<file path="config.mk">
export PLATFORM = sky130hd
export DESIGN_NAME = mcu_reset_sequencer
export DESIGN_NICKNAME = d
export VERILOG_FILES = /design/src/hw/rst_seq_pkg.sv /design/src/hw/mcu_reset_sequencer.sv /design/src/hw/ram_store.sv
export SDC_FILE = /design/constraint.sdc
export NUM_CORES = 1
export LEC_CHECK = 0
export BUFFER_PORTS_ARGS = -buffer_cell sky130_fd_sc_hd__buf_4
export CORE_ASPECT_RATIO = 0.6
export CORE_MARGIN = 2
export CORE_UTILIZATION = 62
export DETAILED_ROUTE_END_ITERATION = 12
export PLACE_DENSITY = 0.89
export REMOVE_ABC_BUFFERS = 1
export SLEW_MARGIN = 20
export SYNTH_ARGS = -nofsm -noshare
export SYNTH_HDL_FRONTEND = slang
export SYNTH_SLANG_ARGS = --single-unit
</file>
<file path="constraint.sdc">
create_clock -name pclk -period 5.2 [get_ports pclk]
set_clock_uncertainty 0.05 [all_clocks]
set_input_delay 0 -clock pclk [delete_from_list [all_inputs] [get_ports pclk]]
set_output_delay 0 -clock pclk [all_outputs]
set_load 0.01 [all_outputs]
</file>
<file path="src/hw/rst_seq_pkg.sv">
package rst_seq_pkg;
   // apb register byte offsets
   localparam logic [7:0] OFS_CTRL = 8'h00;
   localparam logic [7:0] OFS_STATUS = 8'h04;
   localparam logic [7:0] OFS_SYSCTL = 8'h08;
   localparam logic [7:0] OFS_PORTCTL = 8'h0C;
   localparam logic [7:0] OFS_PERIPH = 8'h10;
   localparam logic [7:0] OFS_IRQ_STAT = 8'h14;
   localparam logic [7:0] OFS_IRQ_MASK = 8'h18;
   localparam logic [7:0] OFS_RAM = 8'h40;
   localparam logic [7:0] RAM_SPAN = 8'h40;
   // system control bit positions
   localparam int B_MODE_SEL = 0;
   localparam int B_MODE_PIN = 1;
   localparam int B_POWER_ON = 2;
   localparam int B_OSC_FAIL = 3;
   localparam int B_WD_OVF = 4;
   // peripheral ready bit positions
   localparam int B_TX_EMPTY = 0;
   localparam int B_TX_READY = 1;
   localparam int B_CONV_READY = 2;
   localparam int B_CAPT_TX_READY = 3;
   // interrupt event bit positions
   localparam int B_EV_RESET = 0;
   localparam int B_EV_FETCH = 1;
   // fetch delays in system cycles
   localparam int FETCH_DELAY_SINGLE = 20;
   localparam int FETCH_DELAY_PROC = 22;
   // how long the device drives the reset pin low
   localparam int PIN_DRIVE_CYCLES = 16;
   localparam logic [7:0] PORT_ALL_ONES = 8'hFF;
   localparam logic [7:0] PORT_ALL_ZEROS = 8'h00;
   localparam logic [3:0] PERIPH_READY_RESET = 4'hF;
   localparam logic [31:0] UNMAPPED_READ = 32'h0000_0000;
   typedef enum logic [1:0] {
      cause_none, cause_power, cause_watchdog, cause_osc
   } cause_t;
endpackage : rst_seq_pkg

</file>
<file path="src/hw/mcu_reset_sequencer.sv">
`timescale 1ns/1ps
// How it works
// - after pin release wait 20 cycles single-chip, 22 in processor mode.
// - watchdog or oscillator fault reset drives the reset pin low.
// - ram keeps its contents over reset, working registers a, b cleared.
// - other control and status bits clear to zero on power-up; warm reset keeps mode request and irq mask, sets irq status.
// - mode bits read 1 only after warm reset in processor mode.
// - power-up sets power-on flag; warm reset flags show the cause.
// - port control sets reset to ones in processor warm reset, else 0.
// - transmitter, converter and capture ready flags set on any reset.
module mcu_reset_sequencer #(
   parameter int RAM_DEPTH = 16
) (
   // clock and power-up reset
   input wire logic pclk,
   input wire logic presetn,
   // apb slave
   input wire logic psel,
   input wire logic penable,
   input wire logic pwrite,
   input wire logic [7:0] paddr,
   input wire logic [31:0] pwdata,
   output logic [31:0] prdata,
   output logic pready,
   output logic pslverr,
   // reset pin, open drain
   input wire logic reset_pin_in_n,
   output logic reset_pin_out,
   output logic reset_pin_oe,
   // mode pin and fault sources
   input wire logic mode_pin,
   input wire logic watchdog_overflow,
   input wire logic oscillator_fault,
   // to the core
   output logic core_reset_n,
   output logic fetch_start,
   output logic proc_mode,
   output logic [7:0] work_reg_a,
   output logic [7:0] work_reg_b,
   output logic [7:0] port_control_set_one,
   output logic [7:0] port_control_set_two,
   // interrupt
   output logic irq
);
   import rst_seq_pkg::*;

   localparam int RAM_AW = $clog2(RAM_DEPTH);
   localparam logic [4:0] DELAY_SINGLE = 5'(FETCH_DELAY_SINGLE);
   localparam logic [4:0] DELAY_PROC = 5'(FETCH_DELAY_PROC);
   localparam logic [4:0] DRIVE_LEN = 5'(PIN_DRIVE_CYCLES);

   initial begin
      if (RAM_DEPTH * 4 > int'(RAM_SPAN)) $error("ram depth exceeds window");
   end

   typedef enum logic [1:0] {st_hold, st_drive, st_count, st_run} seq_t;
   seq_t state;

   function automatic logic hit(input logic [7:0] a, input logic [7:0] o);
      hit = (a == o);
   endfunction : hit

   // apb decode
   logic wr_acc;
   logic rd_acc;
   logic ram_hit;
   assign pready = 1'b1;
   assign wr_acc = psel && penable && pwrite;
   assign rd_acc = psel && !penable && !pwrite;
   assign ram_hit = (paddr >= OFS_RAM) && (paddr < OFS_RAM + RAM_SPAN);

   // pin synchroniser: three stages, change counts when 2 and 3 agree
   logic [2:0] pin_sync;
   logic pin_high;
   always_ff @(posedge pclk or negedge presetn) begin
      if (!presetn) begin
         pin_sync <= 3'h0;
      end else begin
         pin_sync <= {pin_sync[1:0], reset_pin_in_n};
      end
   end
   always_ff @(posedge pclk or negedge presetn) begin
      if (!presetn) begin
         pin_high <= 1'b0;
      end else if (pin_sync[2] == pin_sync[1]) begin
         pin_high <= pin_sync[1];
      end
   end

   logic [2:0] mode_sync;
   always_ff @(posedge pclk or negedge presetn) begin
      if (!presetn) begin
         mode_sync <= 3'h0;
      end else begin
         mode_sync <= {mode_sync[1:0], mode_pin};
      end
   end
   // strap level counts once the last two stages agree
   logic mode_level;
   always_ff @(posedge pclk or negedge presetn) begin
      if (!presetn) begin
         mode_level <= 1'b0;
      end else if (mode_sync[2] == mode_sync[1]) begin
         mode_level <= mode_sync[2];
      end
   end

   logic wd_evt;
   logic osc_evt;
   logic [1:0] wd_sync;
   logic [1:0] osc_sync;
   always_ff @(posedge pclk or negedge presetn) begin
      if (!presetn) begin
         wd_sync <= 2'h0;
         osc_sync <= 2'h0;
      end else begin
         wd_sync <= {wd_sync[0], watchdog_overflow};
         osc_sync <= {osc_sync[0], oscillator_fault};
      end
   end
   assign wd_evt = wd_sync[1] && state == st_run;
   assign osc_evt = osc_sync[1] && state == st_run;

   // sequencer
   logic [4:0] count;
   logic warm_pending;
   always_ff @(posedge pclk or negedge presetn) begin
      if (!presetn) begin
         state <= st_hold;
         count <= 5'h00;
      end else begin
         case (state)
            st_hold: begin
               count <= 5'h00;
               if (pin_high) begin
                  state <= st_count;
               end
            end
            st_drive: begin
               count <= count + 5'h01;
               if (count == DRIVE_LEN - 5'h01) begin
                  state <= st_hold;
               end
            end
            st_count: begin
               count <= count + 5'h01;
               if (!pin_high) begin
                  state <= st_hold;
               end else if (count == (proc_mode ? DELAY_PROC : DELAY_SINGLE)
                            - 5'h01) begin
                  state <= st_run;
               end
            end
            st_run: begin
               count <= 5'h00;
               if (osc_evt) begin
                  state <= st_drive;
               end else if (wd_evt) begin
                  state <= st_drive;
               end else if (!pin_high) begin
                  state <= st_hold;
               end
            end
            default: state <= st_hold;
         endcase
      end
   end
   // one-cycle strobe on entry to any warm reset
   assign warm_pending = (state == st_run) && (osc_evt || wd_evt || !pin_high);

   always_ff @(posedge pclk or negedge presetn) begin
      if (!presetn) begin
         fetch_start <= 1'b0;
      end else begin
         fetch_start <= state == st_count && pin_high &&
            count == (proc_mode ? DELAY_PROC : DELAY_SINGLE) - 5'h01;
      end
   end

   assign reset_pin_out = 1'b0;
   assign reset_pin_oe = (state == st_drive);
   assign core_reset_n = (state == st_run);

   // control register: bit 0 requests processor mode for next warm reset
   logic mode_req;
   always_ff @(posedge pclk or negedge presetn) begin
      if (!presetn) begin
         mode_req <= 1'b0;
      end else if (wr_acc && hit(paddr, OFS_CTRL)) begin
         mode_req <= pwdata[0];
      end
   end

   // system control bits, latched on entry to reset
   logic [4:0] sysctl;
   always_ff @(posedge pclk or negedge presetn) begin
      if (!presetn) begin
         sysctl <= '0;
         sysctl[B_POWER_ON] <= 1'b1;
      end else if (warm_pending) begin
         sysctl[B_MODE_SEL] <= mode_req && mode_level;
         sysctl[B_MODE_PIN] <= mode_req && mode_level;
         sysctl[B_POWER_ON] <= 1'b0;
         sysctl[B_OSC_FAIL] <= osc_evt;
         sysctl[B_WD_OVF] <= wd_evt && !osc_evt;
      end
   end
   assign proc_mode = sysctl[B_MODE_SEL];

   // port control and peripheral ready bits
   logic [3:0] periph;
   always_ff @(posedge pclk or negedge presetn) begin
      if (!presetn) begin
         port_control_set_one <= PORT_ALL_ZEROS;
         port_control_set_two <= PORT_ALL_ZEROS;
         periph <= PERIPH_READY_RESET;
      end else if (state != st_run) begin
         port_control_set_one <= proc_mode ? PORT_ALL_ONES
                                           : PORT_ALL_ZEROS;
         port_control_set_two <= proc_mode ? PORT_ALL_ONES : PORT_ALL_ZEROS;
         periph <= PERIPH_READY_RESET;
      end else if (wr_acc && hit(paddr, OFS_PORTCTL)) begin
         port_control_set_one <= pwdata[7:0];
         port_control_set_two <= pwdata[15:8];
      end else if (wr_acc && hit(paddr, OFS_PERIPH)) begin
         periph <= pwdata[3:0];
      end
   end

   // working registers a and b are lost on reset
   always_ff @(posedge pclk or negedge presetn) begin
      if (!presetn) begin
         work_reg_a <= 8'h00;
         work_reg_b <= 8'h00;
      end else if (state != st_run) begin
         work_reg_a <= 8'h00;
         work_reg_b <= 8'h00;
      end else if (wr_acc && hit(paddr, OFS_CTRL)) begin
         work_reg_a <= pwdata[15:8];
         work_reg_b <= pwdata[23:16];
      end
   end

   // interrupts: write one to clear, set wins
   logic [1:0] irq_stat;
   logic [1:0] irq_mask;
   logic [1:0] irq_set;
   assign irq_set = {fetch_start, warm_pending};
   always_ff @(posedge pclk or negedge presetn) begin
      if (!presetn) begin
         irq_stat <= 2'h0;
      end else begin
         irq_stat <= irq_set | (irq_stat &
            ~((wr_acc && hit(paddr, OFS_IRQ_STAT)) ? pwdata[1:0] : 2'h0));
      end
   end
   always_ff @(posedge pclk or negedge presetn) begin
      if (!presetn) begin
         irq_mask <= 2'h0;
      end else if (wr_acc && hit(paddr, OFS_IRQ_MASK)) begin
         irq_mask <= pwdata[1:0];
      end
   end
   assign irq = |(irq_stat & irq_mask);

   // ram window, contents never reset
   logic [7:0] ram_rd;
   ram_store #(.WIDTH(8), .DEPTH(RAM_DEPTH)) u_ram (
      .pclk(pclk),
      .wr_en(wr_acc && ram_hit),
      .wr_addr(RAM_AW'(paddr[7:2])),
      .wr_data(pwdata[7:0]),
      .rd_addr(RAM_AW'(paddr[7:2])),
      .rd_data(ram_rd)
   );

   // read data registered in setup phase
   logic [31:0] next_rdata;
   always_comb begin
      next_rdata = UNMAPPED_READ;
      case (paddr)
         OFS_CTRL: next_rdata = {8'h00, work_reg_b, work_reg_a, 7'h00,
                                 mode_req};
         OFS_STATUS: next_rdata = {27'h0, pin_high, mode_level,
                                   core_reset_n, 2'(state)};
         OFS_SYSCTL: next_rdata = {27'h0, sysctl};
         OFS_PORTCTL: next_rdata = {16'h0, port_control_set_two,
                                    port_control_set_one};
         OFS_PERIPH: next_rdata = {28'h0, periph};
         OFS_IRQ_STAT: next_rdata = {30'h0, irq_stat};
         OFS_IRQ_MASK: next_rdata = {30'h0, irq_mask};
         default: next_rdata = UNMAPPED_READ;
      endcase
   end
   logic ram_rd_sel;
   logic [31:0] rdata_q;
   always_ff @(posedge pclk or negedge presetn) begin
      if (!presetn) begin
         rdata_q <= 32'h0;
         ram_rd_sel <= 1'b0;
      end else if (rd_acc) begin
         rdata_q <= next_rdata;
         ram_rd_sel <= ram_hit;
      end
   end
   assign prdata = ram_rd_sel ? {24'h0, ram_rd} : rdata_q;
   assign pslverr = 1'b0;
endmodule : mcu_reset_sequencer

</file>
<file path="src/hw/ram_store.sv">
`timescale 1ns/1ps
module ram_store #(
   parameter int WIDTH = 8,
   parameter int DEPTH = 16
) (
   // clock
   input wire logic pclk,
   // write port
   input wire logic wr_en,
   input wire logic [$clog2(DEPTH)-1:0] wr_addr,
   input wire logic [WIDTH-1:0] wr_data,
   // read port
   input wire logic [$clog2(DEPTH)-1:0] rd_addr,
   output logic [WIDTH-1:0] rd_data
);
   logic [WIDTH-1:0] mem [DEPTH];

   initial begin
      if (DEPTH < 4) $error("ram_store: depth too small");
   end

   // no reset: contents survive every reset
   always_ff @(posedge pclk) begin
      if (wr_en) begin
         mem[wr_addr] <= wr_data;
      end
   end

   always_ff @(posedge pclk) begin
      rd_data <= mem[rd_addr];
   end
endmodule : ram_store

</file>
======== After elaboration in Yosys (flattened, before gate mapping) ========
Memories as Yosys holds them, arrays and structs flattened. A register that Yosys moved wholly into a read port is not among the register bits.
Index checks and enable logic that the tools add are counted.
word-level totals
  register bits after elaboration ......... 99
  bits in writable memories ............... 128
  output and inout port bits .............. 72
  memories ................................ 1
memory list
  memory     words  width  read ports  clocked after memory_dff  write ports  RTL line         text
  u_ram.mem  16     8      1           1                         1            ram_store.sv:16  logic [WIDTH-1:0] mem [DEPTH];
operators by class
  add/sub/neg operators ................... 2
  magnitude comparators ................... 2
  eq/ne operators ......................... 19
  multiplexer cells ....................... 27
  bitwise operators ....................... 4
  reductions and logical operators ........ 34
operator list
  kind                                                    number
  case mux 24 bit (7 select lines)                        1
  2-to-1 mux 8 bit                                        9
  2-to-1 mux 32 bit                                       1
  equality test 8 x 5 -> 1 bit (second input constant)    3
  logical AND 1 bit                                       18
  2-to-1 mux 2 bit                                        9
  equality test 8 x 4 -> 1 bit (second input constant)    2
  2-to-1 mux 4 bit                                        3
  case mux 5 bit (2 select lines)                         1
  equality test 8 x 3 -> 1 bit (second input constant)    1
  >= comparator 8 x 7 -> 1 bit (second input constant)    1
  logical NOT 8 bit                                       1
  < comparator 8 bit (second input constant)              1
  case mux 2 bit (4 select lines)                         1
  nonzero test 2 bit                                      3
  OR reduction 2 bit                                      3
  adder 5 x 1 -> 5 bit (second input constant)            1
  equality test 5 x 4 -> 1 bit (second input constant)    1
  equality test 5 bit                                     1
  subtractor 5 x 1 -> 5 bit (second input constant)       1
  bitwise AND 2 bit                                       2
  equality test 2 bit (second input constant)             2
  logical NOT 1 bit                                       4
  inequality test 2 x 1 -> 1 bit (second input constant)  2
  12 further kinds                                        16

======== Depth between registers and ports, before layout ========
Gate-level depths: netlist (run 1).
  depth in word-level cells ............... 7
  gate-level depth with buffers ........... 7
  mapped depth without buffers ............ 7

======== Hierarchy ========
A second synthesis (run 1) with hierarchy kept.
unflattened totals
  cells, all modules ...................... 666
  area, all modules ....................... 9516.6 µm²
modules (own cells, without submodules)
  module               times used  cells an instance  area an instance (µm²)  sequential area each (µm²)
  ram_store            1           229                5147.4                  4003.8
  mcu_reset_sequencer  1           437                4369.2                  2258.4

======== Worst setup path after synthesis (run 1) ========
Ideal clock, no wire load.
  kind .................................... input to register
  from .................................... in paddr[2]
  to ...................................... reg u_ram.rd_data[0] (read register of u_ram.mem)
  library setup time ...................... 0.134 ns
  arrival time ............................ 1.686 ns
  setup slack ............................. 3.330 ns
  stages on the path ...................... 4
  cell sequence ........................... clkbuf_1 buf_1 mux4_2 mux4_2
RTL lines
  element          RTL line                   text
  start, declared  mcu_reset_sequencer.sv:21  input wire logic [7:0] paddr,
  end, declared    ram_store.sv:14            output logic [WIDTH-1:0] rd_data

======== Worst setup path after layout (run 1) ========
  from .................................... reg state[0]
  to ...................................... out core_reset_n
on the way
  longest elaborated chain between the ends .. 1
ends and longest elaborated chain
  element                 RTL line                    text
  start, declared         mcu_reset_sequencer.sv:57   seq_t state;
  start signal, assigned  mcu_reset_sequencer.sv:129  state <= st_hold;
  start signal, assigned  mcu_reset_sequencer.sv:136  state <= st_count;
  start signal, assigned  mcu_reset_sequencer.sv:142  state <= st_hold;
  equality test 2 bit     mcu_reset_sequencer.sv:182  assign core_reset_n = (state == st_run);
  end, declared           mcu_reset_sequencer.sv:35   output logic core_reset_n,
Every way passes these cells.

==> results.md, run 1 <==
* Sink Count at 226
* Worst r2r dst: port_control_set_two[7]
* Cts hold-fix bufs at 37
* Hold/Removal Path Class: in -> reg
* All-Layer GR Usage at 28.59%
* Register area share after synthesis at 66.40%
* CTS buffer count at 21
* Drt pass-1 iters at 5
* Number of nets in the layout at 833
* Clock Latency Late Sink at 0.50 ns
* Largest cells by area after synthesis: edfxtp_1 (41%), dfrtp_1 (23%), mux4_2 (9.6%)
* TritonCTS clock tree: yes
* Yosys reg bits at 226
* Worst hold path endpoint: wd_sync[0]
* Final period util at 48.46%
* Synth Area in Compound Gates at 8.092%
* Vias in the first global route at 5970
* R2R depth at 5
* Num ports at 121
* Post-Synth Simple-Gate Area at 9.392%
* Fmax at 396.8 MHz
* Via count at 6189
* R2r setup slk at 2.93 ns
* Primary FF master, synth: edfxtp_1
* Dpl cells at 915
* Number of slew-limit violations in the final report at 0
* Die area at 0.01625 sq mm
* Yosys warns at 0
* # setup viols final at 0
* Maxcap violations at 0
* Startpoint Class: flop
* Synth cell types at 54
* Cell area after synthesis at 0.009432 sq mm
* Tmin final at 2.520 ns
* Largest net degree at the start of global routing at 62
* Initial Util at 64.26%
* PD cells at 335.8 mW/mm^2
* Initial antenna violation count at 0
* Async SR Flop Fraction at 39.82%
* Height of the die at 99.54 microns
* Die W at 163.2 microns
* Share of layout cells above drive strength 1 at 27.40%
* I/O Buffers at 101
* Syn Inst Count at 655
* Synth Area in XOR/XNOR at 0.1857%
* DR iter-0 viols at 786
* Post-CTS setup buffer count at 0
* Clock transition at path regs at 0.07 ns
* DR WL/cell at 23.20 microns
* Status: finished clean
* RSZ-0062 raised after global routing: false
* Reg2reg start: state[0]
* H-tree levels at 1
* Critical Path RT at 5.15 ns
* Post_cts resized at 0
* Hold_ws at 0.09725 ns
* Post-synth EDFFs at 128
* Hold Crit Start: watchdog_overflow
* Rows at 34
* Core Box Area at 0.01468 sq mm
* Pleak at 0.004391 uW
* Via density at 6.252
* Max Buffers Root-to-Sink at 3
* Worst Max-Slew Pin Slew at 1.097 ns
* Sum Neg Setup Slack at 0 ns
* Area share of the leading cell type in the synthesized netlist at 40.75%
* Synthesized area per cell at 14.40 sq um
* Post-Route Utilization at 77.14%
* Final non-filler cell total at 990
* Layout area overhead at 20.03%
* Detail Placement HPWL at 13660 microns
* Worst Path Class, Setup: reg -> out
* GPL Wtd Cong at 0.8969
* Root buffer cell: clkbuf_16
* Leading area contributor after synthesis: edfxtp_1
* Relative slew slack at 26.31%
* Post-DRT Antenna Nets at 0
* Peak VDD IR at 0.2379 mV
* Multiplexer share of the synthesized area at 11.42%
* Cells on Worst Hold Path at 2
* Largest family of logic cells by synthesized area: multiplexers
* Total routed wirelength at 22970 microns
* Crit-path max FO at 27
* Fin. Hold Viols at 0
* Endpoint class of the critical path: primary output
* Adder-cell share of the synthesized area at 1.141%
* Residual DRC at 0
* Worst EP arrival at 2.47 ns
* First-pass GRT wire length at 34470 microns
* Number of diodes at 0
* Grt total ovfl at 0
## cells in the mapped netlist (all sizes together), types with 3 or more instances
master / number
edfxtp: 128
nand2: 86
dfrtp: 85
mux4: 40
nor2: 40
a21oi: 34
o21ai: 34
buf: 28
clkbuf: 24
nor2b: 21
a21boi: 16
mux2: 13
a22oi: 11
inv: 9
dfxtp: 8
ha: 7
nand2b: 7
and2: 5
dfstp: 5
nand3: 5
a22o: 4
nor3: 4
nor4: 4
mux2i: 3
nand3b: 3
nor3b: 3
## placed cells by master, fill, tap and decap left out, drive strengths merged, types with 5 or more instances in the layout
master,count
clkbuf,27
a21boi,16
edfxtp,128
dfrtp,85
nand3,5
nand2b,7
dfstp,5
mux4,40
and2,5
clkinv,7
dfxtp,8
conb,11
mux2,13
inv,11
nand2,86
buf,106
a22oi,11
dlygate4sd3,36
a21oi,34
ha,7
o21ai,34
nor2,40
nor2b,21
## sequential cells by signal, indices dropped and copies added, names as in the netlist, 2 cells and up
| name | count |
|---|---|
| mode_sync | 3 |
| pin_sync | 3 |
| u_ram.rd_data | 8 |
| work_reg_b | 8 |
| state | 2 |
| periph | 4 |
| work_reg_a | 8 |
| irq_mask | 2 |
| u_ram.mem | 128 |
| rdata_q | 24 |
| count | 5 |
| irq_stat | 2 |
| osc_sync | 2 |
| port_control_set_one | 8 |
| sysctl | 4 |
| wd_sync | 2 |
| port_control_set_two | 8 |
## metal layers
metal / up-vias / routed length [microns] / share of wire, % / global-route usage (%)
met5: - / 0 / 0 / 0
met4: 0 / 437 / 1.9 / 5.922
met3: 50 / 2539 / 11 / 7.089
met2: 407 / 11070 / 48 / 45.28
met1: 3097 / 8922 / 39 / 41.31
li1: 2635 / - / - / -
## worst max path at each step
stage	start	end	slack [ns]	cells after the start
2_1_floorplan	state[0]	port_control_set_one[0]	3.00	4
3_3_place_gp	paddr[3]	u_ram.mem[6][3]	2.96	4
3_5_place_dp	paddr[2]	rdata_q[8]	2.83	5
4_1_cts	state[0]	core_reset_n	2.74	3
5_1_grt	state[0]	core_reset_n	2.63	3
6_report	state[0]	core_reset_n	2.68	3
## where the power goes
| part | internal (uW) | switching [uW] | total (uW) |
|---|---|---|---|
| registers | 1930 | 32.9 | 1960 |
| logic | 124 | 150 | 274 |
| clock network | 911 | 657 | 1570 |
| total | 2960 | 840 | 3800 |
## cell families (layout without fill, tap and decap cells)
| logic type | count (synthesis) | in the layout |
|---|---|---|
| other | 2 | 11 |
| adder cells (fa/ha/maj) | 9 | 9 |
| multiplexers | 56 | 56 |
| XOR/XNOR | 2 | 2 |
| AO/OA/AOI/OAI | 114 | 114 |
| buffers and inverters | 61 | 189 |
| AND/OR/NAND/NOR | 185 | 185 |
| flip-flops | 226 | 226 |
## layout make-up
type | instances | area [sq um]
fillers | 816 | 3356
multi-input cells | 377 | 2899
well taps | 198 | 247.7
inverters | 9 | 33.78
repair buffers | 142 | 1169
clock inverters | 11 | 120.1
flip-flops and latches | 226 | 6262
clock buffers | 27 | 589.3
## critical path, stage by stage (launching register included)
cell and delay, ns:
dfrtp_1 0.46, ha_1 0.92, buf_4 0.40, buf_4 0.17
## through the flow
step	power, uW	setup WS, ns	instance area [sq um]
detailed placement	2235	2.834	10220
global route	3913	2.633	11320
CTS	3808	2.742	11310
floorplan	2106	3.000	9189
global placement	2217	2.961	10220
finish	3802	2.680	11320
Note: power is estimated with default switching activity, not from simulation.
==> run 2, diff against run 1 <==
Settings changed: CORE_UTILIZATION 62 to 58, PLACE_DENSITY 0.89 to 0.84.
Clock period 5.2 ns to 2.58 ns, I/O delays scaled along.
==> run 2 against run 1 <==
Compared with the run above:
- design area increased by 1.3%
- worst hold slack got worse by 0.094 ns
- via count grew 1.2%
- critical path type is now in -> reg
==> results.md, run 2 (synthesis gave the netlist of run 1 again) <==
* Via density at 6.107
* Drt pass-1 iters at 5
* Status: finished clean
* All-Layer GR Usage at 26.61%
* FILL cells at 955
* Post-CTS setup buffer count at 0
* CP max stage cell: nor3_2
* GPL Wtd Cong at 0.8456
* Maxcap violations at 0
* Comb power frac at 7.3%
* CTS buffer count at 21
* Number of nets in the layout at 858
* Post_cts resized at 0
* FF+latch area at 0.006262 sq mm
* Pleak at 0.004491 uW
* Number of diodes at 0
* Largest regs: u_ram.mem (128), rdata_q (24)
* Most frequent cells in the layout: buf_4 (130), edfxtp_1 (128), dfrtp_1 (85), nand2_1 (84)
* Worst Path Class, Setup: in -> reg
* Sink Count at 226
* Multi-input gate area at 0.002893 sq mm
* Die W at 168.6 microns
* Crit-path cells: dlygate4sd3_1 > buf_4 > or4_4 > nor3_2 > a22oi_1 > o21ai_0
* Root buffer cell: clkbuf_16
* Critical Path RT at 2.93 ns
* Worst Max-Slew Pin Slew at 1.100 ns
* PD cells at 656.6 mW/mm^2
* First-pass GRT wire length at 34360 microns
* Worst EP arrival at 2.67 ns
* Clock Latency Late Sink at 0.51 ns
* Residual DRC at 0
* Rows at 36
* DR iter-0 viols at 699
* Net Sw Power at 1678 uW
* RSZ-0062 raised after global routing: false
* Height of the die at 102.8 microns
* Cts hold-fix bufs at 36
* Buf/Inv on CP at 2
* DR WL/cell at 22.11 microns
* Pint at 5855 uW
* Dpl cell area at 0.01043 sq mm
* Fin. Hold Viols at 0
* Post-DRT Antenna Nets at 0
* Share of layout cells above drive strength 1 at 29.74%
* Reg power frac at 52.2%
* Initial Util at 58.65%
* CP delay by family, top: simple AND/OR/NAND/NOR gates
* Die area at 0.01733 sq mm
* Hold/Removal Path Class: in -> reg
* Tmin final at 2.315 ns
* Max reg flops at 128
* Max Buffers Root-to-Sink at 3
* TritonCTS clock tree: yes
* Startpoint Class: input port
* Relative slew slack at 26.24%
* Delay of the slowest critical-path stage at 0.93 ns
* Vias in the first global route at 6008
* I/O Buffers at 101
* # setup viols final at 0
* Endpoint class of the critical path: flop
* Total routed wirelength at 22690 microns
* Detail Placement HPWL at 14370 microns
* Layout area overhead at 21.65%
* Number of slew-limit violations in the final report at 0
* Num ports at 121
* Clock transition at path regs at 0.07 ns
* H-tree levels at 1
* Clock group share of total power at 40.5%
* Design Area, Final at 0.01147 sq mm
* Initial antenna violation count at 1
* Final period util at 89.73%
* Via count at 6266
* Crit-path max FO at 16
* Sw Share at 22.27%
* Core Box Area at 0.01608 sq mm
* Largest net degree at the start of global routing at 91
* Sum Neg Setup Slack at 0 ns
* Top reg by flops: u_ram.mem
* Grt total ovfl at 0
* Commonest non-fill, non-tap cell in the layout: buf_4
* Fmax at 431.9 MHz
* Peak VDD IR at 0.4727 mV
-- run 2: cell count changes in the layout (fill, tap and decap cells not counted), sizes merged --
cell      change
inv           -1
buf          +25
clkinvlp      +2
bufinv        -1
-- run 2: metrics by stage --
step	total power, uW	setup slack [ns]	cells	util (%)	hold WS (ns)
CTS	7553	0.3306	1026	71.33	0.005307
finish	7533	0.2649	1026	71.35	0.002778
global placement	4476	0.4472	952	64.88	0.05950
detailed placement	4503	0.3559	952	64.88	0.06111
global route	7752	0.1568	1026	71.35	0.02104
floorplan	4244	0.3801	612	-	-0.3456
-- run 2: layout make-up --
| class | instances | share of cell area (%) |
|---|---|---|
| Timing Repair Buffer | 167 | 11.74 |
| Clock buffer | 27 | 5.136 |
| Clock inverter | 11 | 0.7525 |
| Inverter | 9 | 0.2944 |
| Sequential cell | 226 | 54.58 |
| Tap cell | 209 | 2.279 |
| Multi-Input combinational cell | 377 | 25.21 |
-- run 2: path summary, 6_finish.rpt --
path                              from                       to  slack, ns  depth (start not counted)
setup / recovery              paddr[0]              rdata_q[12]       0.26                          6
hold / removal                paddr[5]         u_ram.rd_data[1]      0.003                          2
setup reg to reg             sysctl[1]                 state[0]       0.51                          4
hold reg to reg            osc_sync[0]              osc_sync[1]       0.30                          0
max in group asynchronous      presetn  port_control_set_one[5]       1.81                          2
min in group asynchronous      presetn                 count[0]       0.05                          2
-- run 2: power by group through the flow --
stage | registers [uW] | logic, uW | clock network [uW]
2_1_floorplan | 4000 | 243 | 0
3_3_place_gp | 4000 | 472 | 0
3_5_place_dp | 4010 | 493 | 0
4_1_cts | 3940 | 543 | 3080
5_1_grt | 3940 | 601 | 3210
6_report | 3940 | 547 | 3050
-- run 2: metal layers --
metal  track usage, %  vias to the layer above  share of wire [%]
li1                 -                     2683                  -
met1            39.59                     3196                 44
met2            40.90                      347                 45
met3            6.065                       40                8.9
met4            6.631                        0                1.7
met5                0                        -                  0
-- run 2: worst reg2reg max path, cell delays in order (launching register included) --
cell	delay, ns
dfrtp_1	0.49
or3b_2	0.52
a2111oi_0	0.64
nand2b_1	0.19
a22o_1	0.13
==> run 3, diff against run 2 <==
Settings changed: GPL_TIMING_DRIVEN set to 0, SETUP_SLACK_MARGIN set to 0.02.
==> run 3 against run 2 <==
Compared with the run above:
- first-iteration DRC count grew 11%
- sequential share of layout area grew 0.98 points
- clock power shrank 4%
- critical path type unchanged
- critical endpoint is now rdata_q[13]
- largest cell class unchanged
==> results.md, run 3 (synthesis gave the netlist of run 1 again) <==
* RSZ-0062 raised after global routing: false
* Peak VDD IR at 0.5086 mV
* Endpoint class of the critical path: flop
* Rows at 36
* DR WL met3 at 2013 microns
* Num ports at 121
* Hold/Removal Path Class: in -> async
* Via density at 6.018
* Cts hold-fix bufs at 35
* Post-DRT Antenna Nets at 0
* Post_cts resized at 0
* All-Layer GR Usage at 25.66%
* Number of nets in the layout at 831
* Die W at 168.6 microns
* I/O Buffers at 101
* Crit-path max FO at 15
* Worst Max-Slew Pin Slew at 1.152 ns
* Share of layout cells above drive strength 1 at 27.72%
* Residual DRC at 0
* Comb power frac at 7.1%
* Delay of the slowest critical-path stage at 0.97 ns
* Tmin final at 2.533 ns
* Clock transition at path regs at 0.07 ns
* Net Sw Power at 1648 uW
* Worst Path Class, Setup: in -> reg
* Die area at 0.01733 sq mm
* CP max stage cell: nor3_2
* Drt pass-1 iters at 5
* Final period util at 98.16%
* # setup viols final at 0
* Fmax at 394.9 MHz
* R2R depth at 5
* Commonest non-fill, non-tap cell in the layout: edfxtp_1
* Worst EP arrival at 2.85 ns
* Critical Path RT at 2.90 ns
* Maxcap violations at 0
* Hold_ws at 0.06569 ns
* Sink Count at 226
* Number of slew-limit violations in the final report at 0
* Total routed wirelength at 22090 microns
* CTS buffer count at 21
* TritonCTS clock tree: yes
* H-tree levels at 1
* Layout area overhead at 19.50%
* DR WL/cell at 22.09 microns
* PD cells at 656.9 mW/mm^2
* Routed length on met2 at 10560 microns
* Status: finished clean
* Grt total ovfl at 0
* Height of the die at 102.8 microns
* DR iter-0 viols at 775
* DR top layer: met4
* Top reg by flops: u_ram.mem
* Vias in the first global route at 5916
* Relative slew slack at 22.77%
* Multi-input gate area at 0.002907 sq mm
* Initial Util at 58.65%
* Pleak at 0.004355 uW
* Clock Latency Late Sink at 0.50 ns
* Reg power frac at 53.4%
* Final non-filler cell total at 1000
* Largest net degree at the start of global routing at 91
* Largest regs: u_ram.mem (128), rdata_q (24)
* Initial antenna violation count at 0
* Post-Route Utilization at 70.09%
* WL met1 at 9127 microns
* Pint at 5756 uW
* Root buffer cell: clkbuf_16
* Fin. Hold Viols at 0
* Post-CTS setup buffer count at 0
* Crit-path cells: dlygate4sd3_1 > buf_4 > or4_4 > nor3_2 > a22oi_1 > o21ai_0
* FILL cells at 1001
* Startpoint Class: input port
* Via count at 6018
* GPL Wtd Cong at 0.9136
* First-pass GRT wire length at 33390 microns
* Max Buffers Root-to-Sink at 3
* Detail Placement HPWL at 13590 microns
* FF+latch area at 0.006262 sq mm
* Most frequent cells in the layout: edfxtp_1 (128), buf_4 (102), dfrtp_1 (85), nand2_1 (84), mux4_2 (40)
* Max reg flops at 128
* Dpl cells at 925
* Sw Share at 22.26%
* Core Box Area at 0.01608 sq mm
* Clock group share of total power at 39.6%
## run 3: power groups by stage
stage	combinational, uW	sequential [uW]	clock [uW]
2_1_floorplan	243	4000	0
3_3_place_gp	443	4010	0
3_5_place_dp	471	4020	0
4_1_cts	521	3950	2960
5_1_grt	568	3960	3080
6_report	524	3950	2930
## run 3: per-stage QoR
step / setup slack, ns / setup TNS [ns] / area [sq um] / total power, uW
after floorplan: 0.3801 / 0 / 9189 / 4244
after global placement: -0.5471 / -8.215 / 10210 / 4457
after detailed placement: 0.09141 / 0 / 10250 / 4495
after CTS: 0.2294 / 0 / 11250 / 7431
after global routing: 0.04272 / 0 / 11270 / 7610
final: 0.04741 / 0 / 11270 / 7403
## run 3: final cells by class
cell class	count	area share [%]
Clock inverter	8	0.4107
Timing Repair Buffer	140	10.28
Inverter	9	0.2997
Clock buffer	30	5.318
Sequential cell	226	55.56
Multi-Input combinational cell	377	25.79
Antenna cell	1	0.02220
Tap cell	209	2.320
## run 3: final timing paths
check | from | end | slack (ns)
setup reg to reg | state[0] | port_control_set_two[1] | 0.43
min in group pclk | paddr[0] | irq_stat[1] | 0.09
max in group asynchronous | presetn | rdata_q[7] | 1.83
hold reg to reg | osc_sync[0] | osc_sync[1] | 0.30
setup / recovery | paddr[6] | rdata_q[13] | 0.05
hold / removal | presetn | osc_sync[0] | 0.07
## run 3: critical path, delay by kind of cell
family	cells	cell delay, ns
and+or+nand+nor	2	1.59
AOI/OAI and AO/OA	2	0.53
buffers and inverters	2	0.72
## run 3: metal layers
metal / global-route usage, % / vias to the layer above
li1: - / 2635
met1: 36.22 / 3015
met2: 41.44 / 333
met3: 6.296 / 35
met4: 6.167 / 0
met5: 0 / -
